File: src/design/pin_func_pkg.sv
`default_nettype none

package pin_func_pkg;

    // Clock rate and the power-up reset drive time.
    localparam int unsigned CLK_HZ = 100_000_000;
    localparam int unsigned POR_TIME_MS = 100;
    localparam int unsigned MS_PER_S = 1000;
    localparam int unsigned POR_CYCLES = POR_TIME_MS * (CLK_HZ / MS_PER_S);

    // Receive FIFO shape and fill limit width.
    localparam int unsigned FIFO_WIDTH = 1;
    localparam int unsigned FIFO_DEPTH = 16;
    localparam int unsigned LIMIT_W = 4;

    // Interrupt sources, in priority order, index into the pending vector.
    localparam int unsigned SRC_COUNT = 7;
    localparam int unsigned SRC_TX_READY = 0;
    localparam int unsigned SRC_FIFO_FILL = 1;
    localparam int unsigned SRC_POR = 2;
    localparam int unsigned SRC_OVERRUN = 3;
    localparam int unsigned SRC_WAKE_TIMER = 4;
    localparam int unsigned SRC_EXT_INT = 5;
    localparam int unsigned SRC_LOW_SUPPLY = 6;

    // Status word layout: source code in the leading four bits, flags below.
    localparam int unsigned STATUS_W = 16;
    localparam int unsigned STATUS_CODE_W = 4;
    localparam int unsigned STATUS_FLAG_LSB = 5;
    localparam logic [STATUS_CODE_W-1:0] SRC_CODE_NONE = 4'h0;

    // Synchroniser lane assignment for the pins from outside.
    localparam int unsigned SYNC_W = 5;
    localparam int unsigned LANE_DATA = 0;
    localparam int unsigned LANE_RESET = 1;
    localparam int unsigned LANE_EXT = 2;
    localparam int unsigned LANE_CS = 3;
    localparam int unsigned LANE_SCK = 4;

    // Pin configuration settings from the configuration registers.
    typedef struct packed {
        logic digital_filter_sel;
        logic fifo_enable;
        logic [LIMIT_W-1:0] fifo_fill_limit;
        logic tx_reg_enable;
        logic valid_data_mode;
        logic receiver_on;
    } pin_cfg_s;

    // Interrupt events raised by other parts of the device.
    typedef struct packed {
        logic tx_ready;
        logic tx_underrun;
        logic wake_timer;
        logic low_supply;
    } dev_events_s;

    // Reset pin phases.
    typedef enum logic [0:0] {
        RST_DRIVE = 1'b0,
        RST_INPUT = 1'b1
    } rst_phase_e;

endpackage

`default_nettype wire

File: src/design/pin_sync.sv
`default_nettype none

module pin_sync #(
    parameter int unsigned WIDTH = 1,
    parameter logic [WIDTH-1:0] INIT = '0
) (
    input wire logic clk,
    input wire logic sys_rst,
    input wire logic [WIDTH-1:0] async_in,
    output logic [WIDTH-1:0] sync_out
);

    logic [WIDTH-1:0] meta_q;
    logic [WIDTH-1:0] meta_d;
    logic [WIDTH-1:0] sync_q;
    logic [WIDTH-1:0] sync_d;

    // Only the second stage reads the first one.
    always_comb begin
        meta_d = async_in;
        sync_d = meta_q;
    end

    // Two stages; reset to the pins' idle levels so no false edge is seen.
    always_ff @(posedge clk) begin
        if (sys_rst) begin
            meta_q <= INIT;
            sync_q <= INIT;
        end else begin
            meta_q <= meta_d;
            sync_q <= sync_d;
        end
    end

    assign sync_out = sync_q;

endmodule

`default_nettype wire

File: src/design/rx_fifo.sv
`default_nettype none

module rx_fifo #(
    parameter int unsigned WIDTH = 1,
    parameter int unsigned DEPTH = 16,
    parameter int unsigned AW = $clog2(DEPTH)
) (
    input wire logic clk,
    input wire logic sys_rst,
    input wire logic in_valid,
    output logic in_ready,
    input wire logic [WIDTH-1:0] in_data,
    output logic out_valid,
    input wire logic out_ready,
    output logic [WIDTH-1:0] out_data,
    output logic [AW:0] level
);

    logic [WIDTH-1:0] mem_q [DEPTH];
    logic [AW-1:0] wr_q;
    logic [AW-1:0] wr_d;
    logic [AW-1:0] rd_q;
    logic [AW-1:0] rd_d;
    logic [AW:0] cnt_q;
    logic [AW:0] cnt_d;
    logic push;
    logic pop;

    // Full and empty come straight from the count, so they never lie.
    assign in_ready = (cnt_q != DEPTH[AW:0]);
    assign out_valid = (cnt_q != '0);
    assign push = in_valid && in_ready;
    assign pop = out_valid && out_ready;
    assign out_data = mem_q[rd_q];
    assign level = cnt_q;

    // Pointers wrap at DEPTH, which need not be a power of two.
    always_comb begin
        wr_d = wr_q;
        rd_d = rd_q;
        cnt_d = cnt_q;
        if (push) begin
            wr_d = (wr_q == AW'(DEPTH - 1)) ? '0 : wr_q + 1'b1;
        end
        if (pop) begin
            rd_d = (rd_q == AW'(DEPTH - 1)) ? '0 : rd_q + 1'b1;
        end
        if (push && !pop) begin
            cnt_d = cnt_q + 1'b1;
        end else if (pop && !push) begin
            cnt_d = cnt_q - 1'b1;
        end
    end

    // Storage carries no reset; only pointers and count need one.
    always_ff @(posedge clk) begin
        if (push) begin
            mem_q[wr_q] <= in_data;
        end
    end

    always_ff @(posedge clk) begin
        if (sys_rst) begin
            wr_q <= '0;
            rd_q <= '0;
            cnt_q <= '0;
        end else begin
            wr_q <= wr_d;
            rd_q <= rd_d;
            cnt_q <= cnt_d;
        end
    end

endmodule

`default_nettype wire

File: src/design/host_pin_functions.sv
// Contract
// - Data pin low during a read selects FIFO; first bit on next serial clock.
// - Data pin pull-up is on while the transmit register is in use.
// - Without FIFO, received data leaves on the data pin with recovered clock.
// - Digital filter and FIFO off: multi-function pin carries recovered clock.
// - Digital filter and FIFO on: multi-function pin flags fill level reaching four-bit limit.
// - Analog filter: multi-function pin carries raw baseband data.
// - Reset pin driven low for 100 ms from power-up, then pulled-up active-low input.
// - External interrupt pin low asserts the host interrupt request.
// - Leading four status bits name the interrupt source.
// - External interrupt input also wakes the device from sleep.
// - Valid-data mode drives the shared pin from sync pattern recognition.
// - Interrupt request goes low for the seven listed device events.
`default_nettype none

module host_pin_functions
    import pin_func_pkg::*;
#(
    parameter int unsigned POR_HOLD_CYCLES = pin_func_pkg::POR_CYCLES,
    parameter int unsigned DEPTH = pin_func_pkg::FIFO_DEPTH
) (
    input wire logic clk,
    input wire logic sys_rst,
    input wire pin_func_pkg::pin_cfg_s cfg,
    input wire pin_func_pkg::dev_events_s dev_events,
    input wire logic rx_bit,
    input wire logic rx_bit_strobe,
    input wire logic recovered_clock,
    input wire logic raw_baseband,
    input wire logic sync_pattern_hit,
    input wire logic sleep_active,
    input wire logic status_read,
    input wire logic data_fifo_select_pin_i,
    output logic data_fifo_select_pin_o,
    output logic data_fifo_select_pin_oe,
    output logic data_fifo_select_pullup_en,
    output logic clock_fifoint_filter_pin_o,
    input wire logic power_up_reset_pin_i,
    output logic power_up_reset_pin_o,
    output logic power_up_reset_pin_oe,
    output logic power_up_reset_pullup_en,
    input wire logic ext_interrupt_valid_pin_i,
    output logic ext_interrupt_valid_pin_o,
    output logic ext_interrupt_valid_pin_oe,
    input wire logic serial_chip_select_n,
    input wire logic serial_clock,
    output logic serial_data_out,
    output logic host_interrupt_request_n,
    output logic [pin_func_pkg::STATUS_W-1:0] status_word,
    output logic tx_modulation_bit,
    output logic device_reset,
    output logic wake_up,
    output logic fifo_write_ready,
    output logic [$clog2(DEPTH):0] fifo_level
);
    import pin_func_pkg::*;

    localparam int unsigned CW = $clog2(POR_HOLD_CYCLES + 1);
    localparam int unsigned LW = $clog2(DEPTH) + 1;
    localparam logic [SYNC_W-1:0] SYNC_IDLE = 5'h0F;

    logic [SYNC_W-1:0] pin_raw;
    logic [SYNC_W-1:0] pin_s;
    logic sck_prev_q;
    logic sck_rise;
    logic fifo_sel;
    logic fifo_out_valid;
    logic fifo_out_data;
    logic fifo_pop;
    logic fifo_push;
    logic fifo_overrun;
    logic fill_hit;
    logic ext_low;
    logic ext_fall;

    // Every pin from outside, and the serial clock, passes two flops first.
    assign pin_raw[LANE_DATA] = data_fifo_select_pin_i;
    assign pin_raw[LANE_RESET] = power_up_reset_pin_i;
    assign pin_raw[LANE_EXT] = ext_interrupt_valid_pin_i;
    assign pin_raw[LANE_CS] = serial_chip_select_n;
    assign pin_raw[LANE_SCK] = serial_clock;

    pin_sync #(
        .WIDTH(SYNC_W),
        .INIT(SYNC_IDLE)
    ) u_sync (
        .clk(clk),
        .sys_rst(sys_rst),
        .async_in(pin_raw),
        .sync_out(pin_s)
    );

    // The serial clock is slow against clk, so its edges are found by sampling.
    always_ff @(posedge clk) begin
        if (sys_rst) begin
            sck_prev_q <= 1'b0;
        end else begin
            sck_prev_q <= pin_s[LANE_SCK];
        end
    end

    assign sck_rise = pin_s[LANE_SCK] && !sck_prev_q;

    // FIFO read needs FIFO enabled, chip select low and the data pin held low.
    assign fifo_sel = cfg.fifo_enable && !pin_s[LANE_CS] && !pin_s[LANE_DATA];
    assign fifo_pop = fifo_sel && sck_rise && fifo_out_valid;
    assign fifo_push = cfg.fifo_enable && cfg.receiver_on && rx_bit_strobe;

    // A bit arriving at a full FIFO is dropped; the overrun flag reports it.
    rx_fifo #(
        .WIDTH(FIFO_WIDTH),
        .DEPTH(DEPTH)
    ) u_fifo (
        .clk(clk),
        .sys_rst(sys_rst),
        .in_valid(fifo_push),
        .in_ready(fifo_write_ready),
        .in_data(rx_bit),
        .out_valid(fifo_out_valid),
        .out_ready(fifo_pop),
        .out_data(fifo_out_data),
        .level(fifo_level)
    );

    assign fifo_overrun = fifo_push && !fifo_write_ready;
    assign fill_hit = cfg.fifo_enable && (fifo_level >= LW'(cfg.fifo_fill_limit));

    // Power-up reset pin: drive low for the hold time, then become an input.
    rst_phase_e rst_phase_q;
    rst_phase_e rst_phase_d;
    logic [CW-1:0] por_cnt_q;
    logic [CW-1:0] por_cnt_d;
    logic por_done_q;
    logic por_done_d;
    logic dev_reset_q;
    logic dev_reset_d;

    always_comb begin
        rst_phase_d = rst_phase_q;
        por_cnt_d = por_cnt_q;
        por_done_d = 1'b0;
        dev_reset_d = 1'b0;
        unique case (rst_phase_q)
            RST_DRIVE: begin
                por_cnt_d = por_cnt_q + 1'b1;
                if (por_cnt_q == CW'(POR_HOLD_CYCLES - 1)) begin
                    rst_phase_d = RST_INPUT;
                    por_done_d = 1'b1;
                end
            end
            RST_INPUT: begin
                dev_reset_d = !pin_s[LANE_RESET];
            end
        endcase
    end

    always_ff @(posedge clk) begin
        if (sys_rst) begin
            rst_phase_q <= RST_DRIVE;
            por_cnt_q <= '0;
            por_done_q <= 1'b0;
            dev_reset_q <= 1'b0;
        end else begin
            rst_phase_q <= rst_phase_d;
            por_cnt_q <= por_cnt_d;
            por_done_q <= por_done_d;
            dev_reset_q <= dev_reset_d;
        end
    end

    // The pull-up is only enabled once the pin stops being driven.
    assign power_up_reset_pin_o = 1'b0;
    assign power_up_reset_pin_oe = (rst_phase_q == RST_DRIVE);
    assign power_up_reset_pullup_en = (rst_phase_q == RST_INPUT);
    assign device_reset = dev_reset_q;

    // External interrupt: a falling level in interrupt mode is one event.
    logic ext_prev_q;

    always_ff @(posedge clk) begin
        if (sys_rst) begin
            ext_prev_q <= 1'b0;
        end else begin
            ext_prev_q <= ext_low;
        end
    end

    assign ext_low = !cfg.valid_data_mode && !pin_s[LANE_EXT];
    assign ext_fall = ext_low && !ext_prev_q;

    // Pin outputs, registered; all but the serial output and modulation bit are recomputed each cycle.
    logic d_pin_o_q;
    logic d_pin_o_d;
    logic d_pin_oe_q;
    logic d_pin_oe_d;
    logic mf_pin_q;
    logic mf_pin_d;
    logic ev_pin_o_q;
    logic ev_pin_o_d;
    logic sdo_q;
    logic sdo_d;
    logic tx_mod_q;
    logic tx_mod_d;
    logic wake_q;
    logic wake_d;

    always_comb begin
        // Received data goes out on the data pin only when the FIFO is bypassed.
        d_pin_oe_d = cfg.receiver_on && !cfg.fifo_enable && !cfg.tx_reg_enable;
        d_pin_o_d = rx_bit;
        // Multi-function pin: analog filter wins, then FIFO flag, then clock.
        if (!cfg.digital_filter_sel) begin
            mf_pin_d = raw_baseband;
        end else if (cfg.fifo_enable) begin
            mf_pin_d = fill_hit;
        end else begin
            mf_pin_d = recovered_clock;
        end
        ev_pin_o_d = sync_pattern_hit;
        // The serial output holds its bit until the next selected clock edge, and drops to zero while the FIFO is not selected.
        sdo_d = sdo_q;
        if (fifo_pop) begin
            sdo_d = fifo_out_data;
        end else if (!fifo_sel) begin
            sdo_d = 1'b0;
        end
        // Host modulation is taken from the pin only while the pin is an input.
        tx_mod_d = tx_mod_q;
        if (!cfg.tx_reg_enable && !d_pin_oe_q) begin
            tx_mod_d = pin_s[LANE_DATA];
        end
        wake_d = sleep_active && ext_fall;
    end

    always_ff @(posedge clk) begin
        if (sys_rst) begin
            d_pin_o_q <= 1'b0;
            d_pin_oe_q <= 1'b0;
            mf_pin_q <= 1'b0;
            ev_pin_o_q <= 1'b0;
            sdo_q <= 1'b0;
            tx_mod_q <= 1'b0;
            wake_q <= 1'b0;
        end else begin
            d_pin_o_q <= d_pin_o_d;
            d_pin_oe_q <= d_pin_oe_d;
            mf_pin_q <= mf_pin_d;
            ev_pin_o_q <= ev_pin_o_d;
            sdo_q <= sdo_d;
            tx_mod_q <= tx_mod_d;
            wake_q <= wake_d;
        end
    end

    assign data_fifo_select_pin_o = d_pin_o_q;
    assign data_fifo_select_pin_oe = d_pin_oe_q;
    assign data_fifo_select_pullup_en = cfg.tx_reg_enable;
    assign clock_fifoint_filter_pin_o = mf_pin_q;
    assign ext_interrupt_valid_pin_o = ev_pin_o_q;
    assign ext_interrupt_valid_pin_oe = cfg.valid_data_mode;
    assign serial_data_out = sdo_q;
    assign tx_modulation_bit = tx_mod_q;
    assign wake_up = wake_q;

    // Interrupt sources: sticky until a status read, and a new event wins the clear.
    logic fill_prev_q;
    logic [SRC_COUNT-1:0] ev_now;
    logic [SRC_COUNT-1:0] pend_q;
    logic [SRC_COUNT-1:0] pend_d;
    logic [STATUS_W-1:0] status_q;
    logic [STATUS_W-1:0] status_d;
    logic [STATUS_CODE_W-1:0] src_code;

    always_comb begin
        ev_now = '0;
        ev_now[SRC_TX_READY] = dev_events.tx_ready;
        ev_now[SRC_FIFO_FILL] = fill_hit && !fill_prev_q;
        ev_now[SRC_POR] = por_done_q;
        ev_now[SRC_OVERRUN] = fifo_overrun || dev_events.tx_underrun;
        ev_now[SRC_WAKE_TIMER] = dev_events.wake_timer;
        ev_now[SRC_EXT_INT] = ext_fall;
        ev_now[SRC_LOW_SUPPLY] = dev_events.low_supply;
        pend_d = (status_read ? '0 : pend_q) | ev_now;
        // Lowest index pending names the source; zero means nothing pending.
        src_code = SRC_CODE_NONE;
        for (int i = SRC_COUNT - 1; i >= 0; i--) begin
            if (pend_q[i]) begin
                src_code = STATUS_CODE_W'(i + 1);
            end
        end
        status_d = status_q;
        if (status_read) begin
            status_d = '0;
            status_d[STATUS_W-1 -: STATUS_CODE_W] = src_code;
            status_d[STATUS_FLAG_LSB +: SRC_COUNT] = pend_q;
        end
    end

    always_ff @(posedge clk) begin
        if (sys_rst) begin
            fill_prev_q <= 1'b0;
            pend_q <= '0;
            status_q <= '0;
        end else begin
            fill_prev_q <= fill_hit;
            pend_q <= pend_d;
            status_q <= status_d;
        end
    end

    assign host_interrupt_request_n = !(|pend_q);
    assign status_word = status_q;

endmodule

`default_nettype wire

File: config.mk
export PLATFORM = sky130hd
export DESIGN_NAME = host_pin_functions
export DESIGN_NICKNAME = d
export VERILOG_FILES = /design/src/design/pin_func_pkg.sv /design/src/design/pin_sync.sv /design/src/design/rx_fifo.sv /design/src/design/host_pin_functions.sv
export SDC_FILE = /design/constraint.sdc
export NUM_CORES = 1
export LEC_CHECK = 0
export ABC_AREA = 1
export BUFFER_PORTS_ARGS = -buffer_cell sky130_fd_sc_hd__clkbuf_2
export CORE_MARGIN = 3
export CORE_UTILIZATION = 46
export CTS_BUF_LIST = sky130_fd_sc_hd__clkbuf_16
export CTS_CLUSTER_DIAMETER = 150
export DETAILED_ROUTE_END_ITERATION = 16
export HOLD_SLACK_MARGIN = 0.15
export PLACE_DENSITY_LB_ADDON = 0.15
export REMOVE_ABC_BUFFERS = 1
export SYNTH_ARGS = -nofsm -noshare
export SYNTH_HDL_FRONTEND = slang
export SYNTH_SLANG_ARGS = --single-unit
File: constraint.sdc
create_clock -name clk -period 2.4 [get_ports clk]
set_clock_uncertainty 0.15 [all_clocks]
set_input_delay 0.12 -clock clk [delete_from_list [all_inputs] [get_ports clk]]
set_output_delay 0.12 -clock clk [all_outputs]
set_load 0.03 [all_outputs]
== Word-level counts from Yosys, hierarchy flattened ==
Memory sizes are Yosys's and may differ from the RTL's. A register that Yosys moved wholly into a read port is not among the register bits.
Index checks and enable logic that the tools add are counted.

* Bits in registers: 78
* RAM bits: 16
* Input bits: 27
* Output and inout bits: 36
* Memories: 1

* $add $sub $neg: 5
* Order comparisons: 1
* Equality and inequality tests: 5
* Muxes and demuxes: 22
* Bitwise operators: 2
* Reduce and logical (&&, ||, !) cells: 41

{| class="wikitable"
|+ Memories
! name !! depth !! bits a word !! rd ports !! clocked after Yosys merged registers in !! write ports !! line !! source
|-
| u_fifo.mem_q || 16 || 1 || 1 || 1 || 1 || rx_fifo.sv:19 || <nowiki>logic [WIDTH-1:0] mem_q [DEPTH];</nowiki>
|}

{| class="wikitable"
|+ Operators by type and width
! kind !! count
|-
| 2-to-1 mux 4 bit || 10
|-
| adder 24 x 1 -> 24 bit, second input constant || 1
|-
| == test 24 bit, second input constant || 1
|-
| logical AND 1 bit || 20
|-
| zero test 1 bit || 15
|-
| 2-to-1 mux 5 bit || 2
|-
| adder 4 x 1 -> 4 bit, second input constant || 2
|-
| == test 4 bit, second input constant || 2
|-
| 2-to-1 mux 1 bit || 8
|-
| 2-to-1 mux 7 bit || 1
|-
| bitwise OR 7 bit || 1
|-
| OR reduction 7 bit || 1
|-
| adder 5 x 1 -> 5 bit, second input constant || 1
|-
| >= comparator 5 x 4 -> 1 bit || 1
|-
| != test 5 bit, second input constant || 1
|-
| nonzero test 5 bit || 1
|-
| subtractor 5 x 1 -> 5 bit, second input constant || 1
|-
| OR reduction 2 bit || 2
|-
| 2-to-1 mux 3 bit || 1
|-
| != test 2 x 1 -> 1 bit, second input constant || 1
|-
| nonzero test 2 bit || 1
|-
| logical OR 1 bit || 1
|-
| NOT 1 bit || 1
|}

== Logic depth before layout (Yosys ltp) ==
Gate-level depths: netlist (run 1).

* Depth in word-level cells: 9
* Gate-level depth with buffers: 12

== Hierarchy ==
From an unflattened synthesis (run 1), not the netlist that was laid out.

* Cells, all modules: 597
* Area, all modules: 4539.4 µm²

{| class="wikitable"
|+ By module, submodules not included
! module !! instances !! cells an instance !! area an instance (µm²) !! sequential area each (µm²)
|-
| host_pin_functions || 1 || 360 || 2561.2 || 1081.0
|-
| rx_fifo || 1 || 206 || 1696.6 || 820.8
|-
| pin_sync || 1 || 31 || 281.5 || 200.2
|}

== Least setup slack after synthesis (run 1) ==
No wires, ideal clock.

* Path kind: register to register
* From: register u_fifo.cnt_q[4], in the netlist u_fifo.level[4]
* To: register u_fifo.cnt_q[4], in the netlist u_fifo.level[4]
* Setup time: 0.132 ns
* Data arrival time: 2.511 ns
* Data required time: 2.118 ns
* Slack: -0.393 ns
* Stages on the path, launching flop included: 12
* Period minus slack after synthesis: 2.793 ns
* Cell sequence: dfxtp_1 nand4_1 nand2_2 inv_2 ha_1 inv_1 ha_1 a21oi_1 o21ai_0 and2_1 o21bai_1 a21oi_1

{| class="wikitable"
|+ RTL lines
! item !! line !! source
|-
| start, declared || rx_fifo.sv:24 || <nowiki>logic [AW:0] cnt_q;</nowiki>
|-
| start signal, assigned || rx_fifo.sv:70 || <nowiki>cnt_q <= cnt_d;</nowiki>
|-
| != test 5 bit * || rx_fifo.sv:30 || <nowiki>assign in_ready = (cnt_q != DEPTH[AW:0]);</nowiki>
|-
| via fifo_write_ready || host_pin_functions.sv:53 || <nowiki>output logic fifo_write_ready,</nowiki>
|-
| logical AND 1 bit * || rx_fifo.sv:32 || <nowiki>assign push = in_valid && in_ready;</nowiki>
|-
| via u_fifo.push || rx_fifo.sv:26 || <nowiki>logic push;</nowiki>
|-
| zero test 1 bit || rx_fifo.sv:50 || <nowiki>end else if (pop && !push) begin</nowiki>
|-
| logical AND 1 bit || rx_fifo.sv:50 ||
|-
| nonzero test 2 bit (no source line) || -- ||
|}

The timed path passes the listed nets; every way through them passes the cells marked *. The select of a mux whose other input is x is not followed.
A chain may end at the register's enable or synchronous reset.

== Worst setup path after layout (run 1) ==
* From: register u_fifo.cnt_q[2], in the netlist u_fifo.level[2]
* To: register u_fifo.cnt_q[3], in the netlist u_fifo.level[3]

{| class="wikitable"
|+ RTL lines
! item !! line
|-
| != test 5 bit * || rx_fifo.sv:30
|-
| logical AND 1 bit * || rx_fifo.sv:32
|-
| via u_fifo.push || rx_fifo.sv:26
|-
| zero test 1 bit || rx_fifo.sv:50
|-
| logical AND 1 bit || rx_fifo.sv:50
|-
| nonzero test 2 bit (no source line) || --
|}

Marks and branches as above.

==> results of run 1 <==
-- synth_stat cells --
cell	n	share of area (%)
ha_1	15	4.3
o21a_1	1	0.17
nand4_1	6	0.85
dfxtp_1	81	37
inv_2	1	0.085
nor3b_1	2	0.34
nor3b_4	1	0.43
nand3b_1	2	0.34
nor2_1	84	7.2
conb_1	1	0.085
a21oi_1	33	3.8
inv_1	79	6.7
nand2_4	1	0.26
buf_2	3	0.34
nand3_2	2	0.45
nor2_4	4	1.0
nand2_1	92	7.8
o21ai_1	1	0.11
o21ai_2	2	0.40
nand3_1	35	4.0
nor2_2	1	0.14
clkinv_1	1	0.085
and2_1	2	0.28
buf_1	3	0.26
o21bai_1	4	0.68
buf_4	10	1.7
a32o_1	1	0.23
xor2_1	6	1.2
a21boi_0	1	0.17
nand2_2	3	0.43
xnor2_1	2	0.40
or2b_1	1	0.17
or2_2	8	1.1
edfxtp_1	16	11
nor3_1	14	1.6
o21ai_0	31	3.5
nor4_1	5	0.71
fa_1	1	0.45
clkbuf_1	4	0.34
a211oi_1	1	0.17
-- what timing repair did --
action / 4_1_cts / 5_1_grt
pin swaps: 1 / 1
gates resized for setup: 3 / 7
hold buffers: 23 / 0
setup endpoints to repair: 1 / 2
setup buffers: 1 / 0
cloned: 0 / 0
endpoints found under the hold margin: 45 / 0
-- metal layers --
layer / track usage, % / up-vias / part of all wire (%)
met5: 0 / - / 0
met4: 5.60 / 0 / 1.3
met3: 2.42 / 12 / 2.1
met2: 32.8 / 38 / 51
met1: 21.9 / 1685 / 45
li1: - / 1945 / -
-- state kept, by name, indices dropped and copies added, names as in the netlist, 4 cells and up, named ones only --
name and count:
u_sync.meta_q 5, u_fifo.level 5, u_fifo.mem_q 16, pend_q 7, u_fifo.rd_q 4, u_sync.sync_out 5, por_cnt_q 24, u_fifo.wr_q 4
status_word 10
-- worst max path at each step --
stage	start	endpoint	slack [ns]	depth (start not counted)
after floorplan	u_fifo.level[4]	u_fifo.level[4]	-0.38	11
after global placement	u_fifo.level[2]	u_fifo.level[4]	0.09	12
after detailed placement	u_fifo.level[2]	u_fifo.level[4]	-0.04	12
after CTS	u_fifo.level[0]	u_fifo.level[4]	0.04	12
after global routing	u_fifo.level[0]	u_fifo.level[3]	0.002	12
final	u_fifo.level[2]	u_fifo.level[3]	0.21	12
-- report_power, final --
group | internal, mW | switching (mW) | total (mW)
Combinational | 0.127 | 0.205 | 0.332
Sequential | 1.69 | 0.0257 | 1.72
Clock | 0.725 | 0.648 | 1.37
Total | 2.55 | 0.878 | 3.42
-- layout make-up --
type | instances | share of cell area (%)
Timing Repair Buffer | 85 | 10.4
Clock buffer | 9 | 4.21
Clock inverter | 7 | 1.15
Sequential cell | 97 | 39.4
Inverter | 81 | 5.69
Multi-Input combinational cell | 369 | 36.1
Tap cell | 129 | 3.02
-- cell families (layout without fill, tap and decap cells) --
group / Yosys count / after routing / synth area share (%)
DFF: 97 / 97 / 47.7
buffers and inverters: 101 / 182 / 9.54
xor gates and xnor gates: 8 / 8 / 1.59
adders and majority gates: 16 / 16 / 4.72
AOI/OAI and AO/OA: 75 / 75 / 9.20
other: 1 / 7 / 0.0851
and+or+nand+nor: 263 / 263 / 27.1
-- layout by cell type (no fill, tap or decap), types with 8 or more instances in the layout --
master	Yosys	final
edfxtp_1	16	16
nor2_1	84	82
or2_2	8	8
ha_1	15	13
dfxtp_1	81	79
nor3_1	14	13
nand3_1	35	35
o21ai_0	31	30
a21oi_1	33	32
nand2_1	92	92
clkbuf_16	0	9
clkbuf_2	0	55
inv_1	79	78
dlygate4sd3_1	0	23
-- worst register-to-register path, stage by stage, from the launching register on --
cell and delay [ns]:
dfxtp_2 0.39, inv_1 0.09, nand4_1 0.15, nand2_2 0.08
inv_2 0.06, ha_2 0.21, inv_2 0.08, ha_1 0.32
a21oi_1 0.14, nand2_1 0.09, xor2_1 0.15, o21ai_0 0.15
inv_1 0.05
==> impl_metrics.tcl, run 1 <==
set metrics [dict create \
    clock_latency_ns 0.33 \
    cts-htree-levels 3 \
    final_area_sq_mm 0.00535 \
    final_core_util_pct 57.6 \
    grt_pass1_vias 3597 \
    port_buffers 55 \
    cap_violations 0 \
    hold_end "por_cnt_q[4]" \
    gp_congestion 0.799 \
    crit_required_ns 2.48 \
    p_leak_nw 2.32 \
    wirelength_mm 9.31 \
    drive_gt1_share_pct 17.0 \
    grt_pass1_wl_mm 16.2 \
    r2r_cells 12 \
    end_kind "register" \
    synth_cells 561 \
    min_from "sys_rst" \
    fin_cells 777 \
    area_growth_pct 21.4 \
    pre_cts_ws_ns -0.0417 \
    die_h_um 104 \
    num-nets-final 686 \
    powerDensity_mw_per_mm2 640 \
    vias 3680 \
    synthesis.area_sq_mm 0.00440 \
    die-area_sq_mm 0.0108 \
    core_area_sq_mm 0.00928 \
    ys_seq_area_share_pct 47.7 \
    clockRootBuffer "clkbuf_16" \
    fill_cells 869 \
    status "finished clean" \
    cts_buffers 9 \
    drt_first_pass_iters 4 \
    report.final.hold_viol_count 0 \
    yosysWarnings 0 \
    relSlewSlack_pct 56.7 \
    clkSinkCount 97 \
    cts_tree "done" \
    finalPower_mw 3.42 \
    fin_tns_setup_ns 0 \
    setup_ws_ns 0.211 \
    reg2reg_from "u_fifo.level[2]" \
    cp.arrival_ns 2.27 \
    dpl.hpwl_mm 6.69 \
    track_usage_pct 18.0 \
    clkTransAtPathRegs_ns 0.07 \
    max_stage_delay_ns 0.39 \
    pin_count 63 \
    antenna_cells 0 \
    crit_type "reg2reg" \
    whs_path_depth 3 \
    multi_input_area_sq_mm 0.00193 \
    avgRoutedWirePerCell_um 12.0 \
    holdWs_ns 0.177 \
    clk_path_buf_depth 2 \
    timing.fmax_ghz 0.457 \
    ys_types 40 \
    hp-class "in2reg" \
    ant_nets 0 \
    fin_crit_ns 2.19 \
    vias_per_cell 4.74 \
    tightest_slew_ns 0.649 \
    rsz0062_at_grt "no" \
    drc 0 \
    crit_family "adder cells" \
    vdd_ir_drop_max_v 0.000314 \
    grt_overflow 0 \
    slew_violations 0 \
    cp_max_fo 5 \
    antenna_found_initial 0 \
    ys_seq_elements 97 \
    grt_max_degree 46 \
    die_w_um 104 \
    finalCritPeriodShare_pct 91.2 \
    crit_chain "inv_1, nand4_1, nand2_2, inv_2, ha_2, inv_2, ha_1, a21oi_1, nand2_1, xor2_1, o21ai_0, inv_1" \
    rows 35 \
    worstReg2RegEnd "u_fifo.level[3]" \
    reg2reg_setup_slack_ns 0.21 \
    setup_viol 0 \
    start_util_pct 47.4 \
    crit_slowest_cell "dfxtp_2" \
    drt-initial-drc-count 160 \
    dp_cells 737 \
    startpoint_type "register" \
    placed_cell_area_sq_mm 0.00479 \
    path_buf_inv 4 \
    regArea_sq_mm 0.00210 \
    syn_area_per_cell_sq_um 7.85 \
]
(Power assumes the default switching activity.)
==> run 2, diff against run 1 <==
Settings changed: ABC_AREA 1 to 0.
==> run 2 against run 1 <==
  * The flow now finishes with violations (setup timing)
  * Die area down 5.7%
  * Clock power about the same
  * Core utilization up 3.8 points
  * Register-to-register slack worse by 0.71 ns
  * First-iteration DRC count down 42%
  * Critical endpoint is now u_fifo.level[4]
  * Largest power group unchanged
==> impl_metrics.tcl, run 2 <==
set metrics [dict create \
    clk_path_buf_depth 2 \
    pin_count 63 \
    cap_violations 0 \
    avgRoutedWirePerCell_um 13.1 \
    cts_buffers 9 \
    synth_flop_cell "dfxtp_1" \
    synthesis.area_sq_mm 0.00414 \
    fin_crit_ns 2.90 \
    yosysWarnings 0 \
    critical_path_cell_count 10 \
    dp_cells 578 \
    cts_tree "done" \
    core_area_sq_mm 0.00846 \
    finalCritPeriodShare_pct 121 \
    status "finished, violations left" \
    fill_cells 695 \
    largest_register "por_cnt_q" \
    crit_type "reg2reg" \
    clockPowerShare_pct 39.7 \
    rsz0062_at_grt "yes" \
    grt_pass1_wl_mm 13.6 \
    startpoint_type "register" \
    failed_checks "setup timing" \
    vias_per_cell 5.03 \
    ys_seq_elements 97 \
    path_buf_inv 1 \
    clkTransAtPathRegs_ns 0.07 \
    drive_gt1_share_pct 24.5 \
    cts-htree-levels 3 \
    setup_viol 3 \
    power.switching_uw 879 \
    grt_max_degree 37 \
    die_w_um 101 \
    vdd_ir_drop_max_v 0.000382 \
    finalPower_mw 3.46 \
    async_flop_share_pct 0 \
    setup_ws_ns -0.499 \
    ys_seq_area_share_pct 50.8 \
    clockRootBuffer "clkbuf_16" \
    num-nets-final 552 \
    combPwrFrac_pct 10.6 \
    synth_edf_count 16 \
    rows 33 \
    whs_path_depth 5 \
    intPower_mw 2.58 \
    die-area_sq_mm 0.0102 \
    syn_area_per_cell_sq_um 9.94 \
    vias 3111 \
    layout_common_cells "dfxtp_1 (81), nor2_1 (73), clkbuf_2 (55)" \
    die_h_um 101 \
    timing.fmax_ghz 0.345 \
    layout_commonest_cell "dfxtp_1" \
    drt-initial-drc-count 93 \
    slew_violations 0 \
    crit_required_ns 2.48 \
    clkSinkCount 97 \
    synth_top_area_share_pct 39.2 \
    cp_max_fo 2 \
    antenna_cells 0 \
    grt_overflow 0 \
    largest_reg_flops 24 \
    hp-class "in2reg" \
    p_leak_nw 2.17 \
    holdWs_ns 0.151 \
    max_stage_delay_ns 0.55 \
    wirelength_mm 8.13 \
    gp_congestion 0.802 \
    multi_input_area_sq_mm 0.00194 \
    yosysTopAreaCell "dfxtp_1" \
    area_growth_pct 25.7 \
    track_usage_pct 16.8 \
    ant_nets 0 \
    crit_chain "or4_4, o2111ai_4, ha_2, inv_2, ha_4, nor2b_1, o21a_1, or3_4, a21oi_2, mux2_4" \
    dpl.hpwl_mm 5.45 \
    clock_latency_ns 0.34 \
    powerDensity_mw_per_mm2 664 \
    fin_tns_setup_ns -0.642 \
    synth_cells 416 \
    regArea_sq_mm 0.00210 \
    report.final.hold_viol_count 0 \
    grt_pass1_vias 2977 \
    crit_slowest_cell "or4_4" \
    r2r_cells 10 \
    cp.arrival_ns 2.98 \
    crit_family "simple AND/OR/NAND/NOR gates" \
    yosys-top-cells-count "dfxtp_1 (81), nor2_1 (73), a21oi_1 (25), nand2_1 (23), xor2_1 (22)" \
    ys_top_cells_by_area "dfxtp_1 (39%), edfxtp_1 (12%), nor2_1 (6.6%)" \
    p_sw_share_pct 25.4 \
    end_kind "register" \
    p_seq_share_pct 49.7 \
    port_buffers 55 \
    start_util_pct 48.9 \
    antenna_found_initial 0 \
    drc 0 \
    ys_types 51 \
    synth.most_common_cell "dfxtp_1" \
    fin_cells 619 \
    drt_first_pass_iters 4 \
]
[run 2: path summary, 6_finish.rpt]
kind                       from         endpoint  slack (ns)
max             u_fifo.level[3]  u_fifo.level[4]       -0.50
min                      cfg[6]        pend_q[1]        0.15
min reg2reg  u_sync.sync_out[1]     device_reset        0.25
max reg2reg     u_fifo.level[3]  u_fifo.level[4]       -0.50
[run 2: kinds of logic after synthesis]
logic type	count (synthesis)	synth area share, %
other cells	1	0.0907
mux	17	5.66
buf+inv	41	5.02
flops	97	50.8
simple gates	170	20.8
xor+xnor	26	5.50
compound gates	48	7.08
fa+ha+maj	16	5.02
[run 2: worst register-to-register path: stages (launching register included)]
cell and delay (ns):
dfxtp_1 0.31, or4_4 0.55, o2111ai_4 0.20, ha_2 0.22, inv_2 0.06, ha_4 0.21, nor2b_1 0.12, o21a_1 0.18
or3_4 0.33, a21oi_2 0.16, mux2_4 0.30
[run 2: per-layer routing]
layer	vias up	share of wire, %	global-route usage (%)
met3	8	5.8	4.57
met1	1428	48	22.4
met4	0	1.2	4.87
met2	72	45	26.6
met5	-	0	0
li1	1603	-	-
[run 2: repair_timing]
action	4_1_cts	5_1_grt
hold endpoints to repair	51	0
pin swaps	7	4
hold buffers	24	0
gates resized for setup	10	4
buffers inserted	1	0
setup endpoints to repair	3	4
[run 2: power by group through the flow]
stage,clock [mW],sequential [mW],combinational (mW)
6_report,1.37,1.72,0.366
3_3_place_gp,0,1.75,0.305
4_1_cts,1.40,1.72,0.356
2_1_floorplan,0,1.79,0.140
5_1_grt,1.49,1.72,0.405
3_5_place_dp,0,1.75,0.311
[run 2: cell type report]
type                       instances  area share, %
sequential                        97           40.4
multi-input combinational        284           37.2
timing repair buffer             102           13.3
clock buffer                       9           4.33
tap                              105           2.53
clock inverter                     7           1.13
inverter                          15           1.08
[run 2: per-stage QoR]
stage	setup slack [ns]	utilization (%)	cell area [sq um]
floorplan	-0.891	-	4010
global placement	-0.529	54.1	4580
detailed placement	-0.536	54.1	4580
CTS	-0.466	61.1	5170
global route	-0.600	61.4	5200
finish	-0.499	61.4	5200
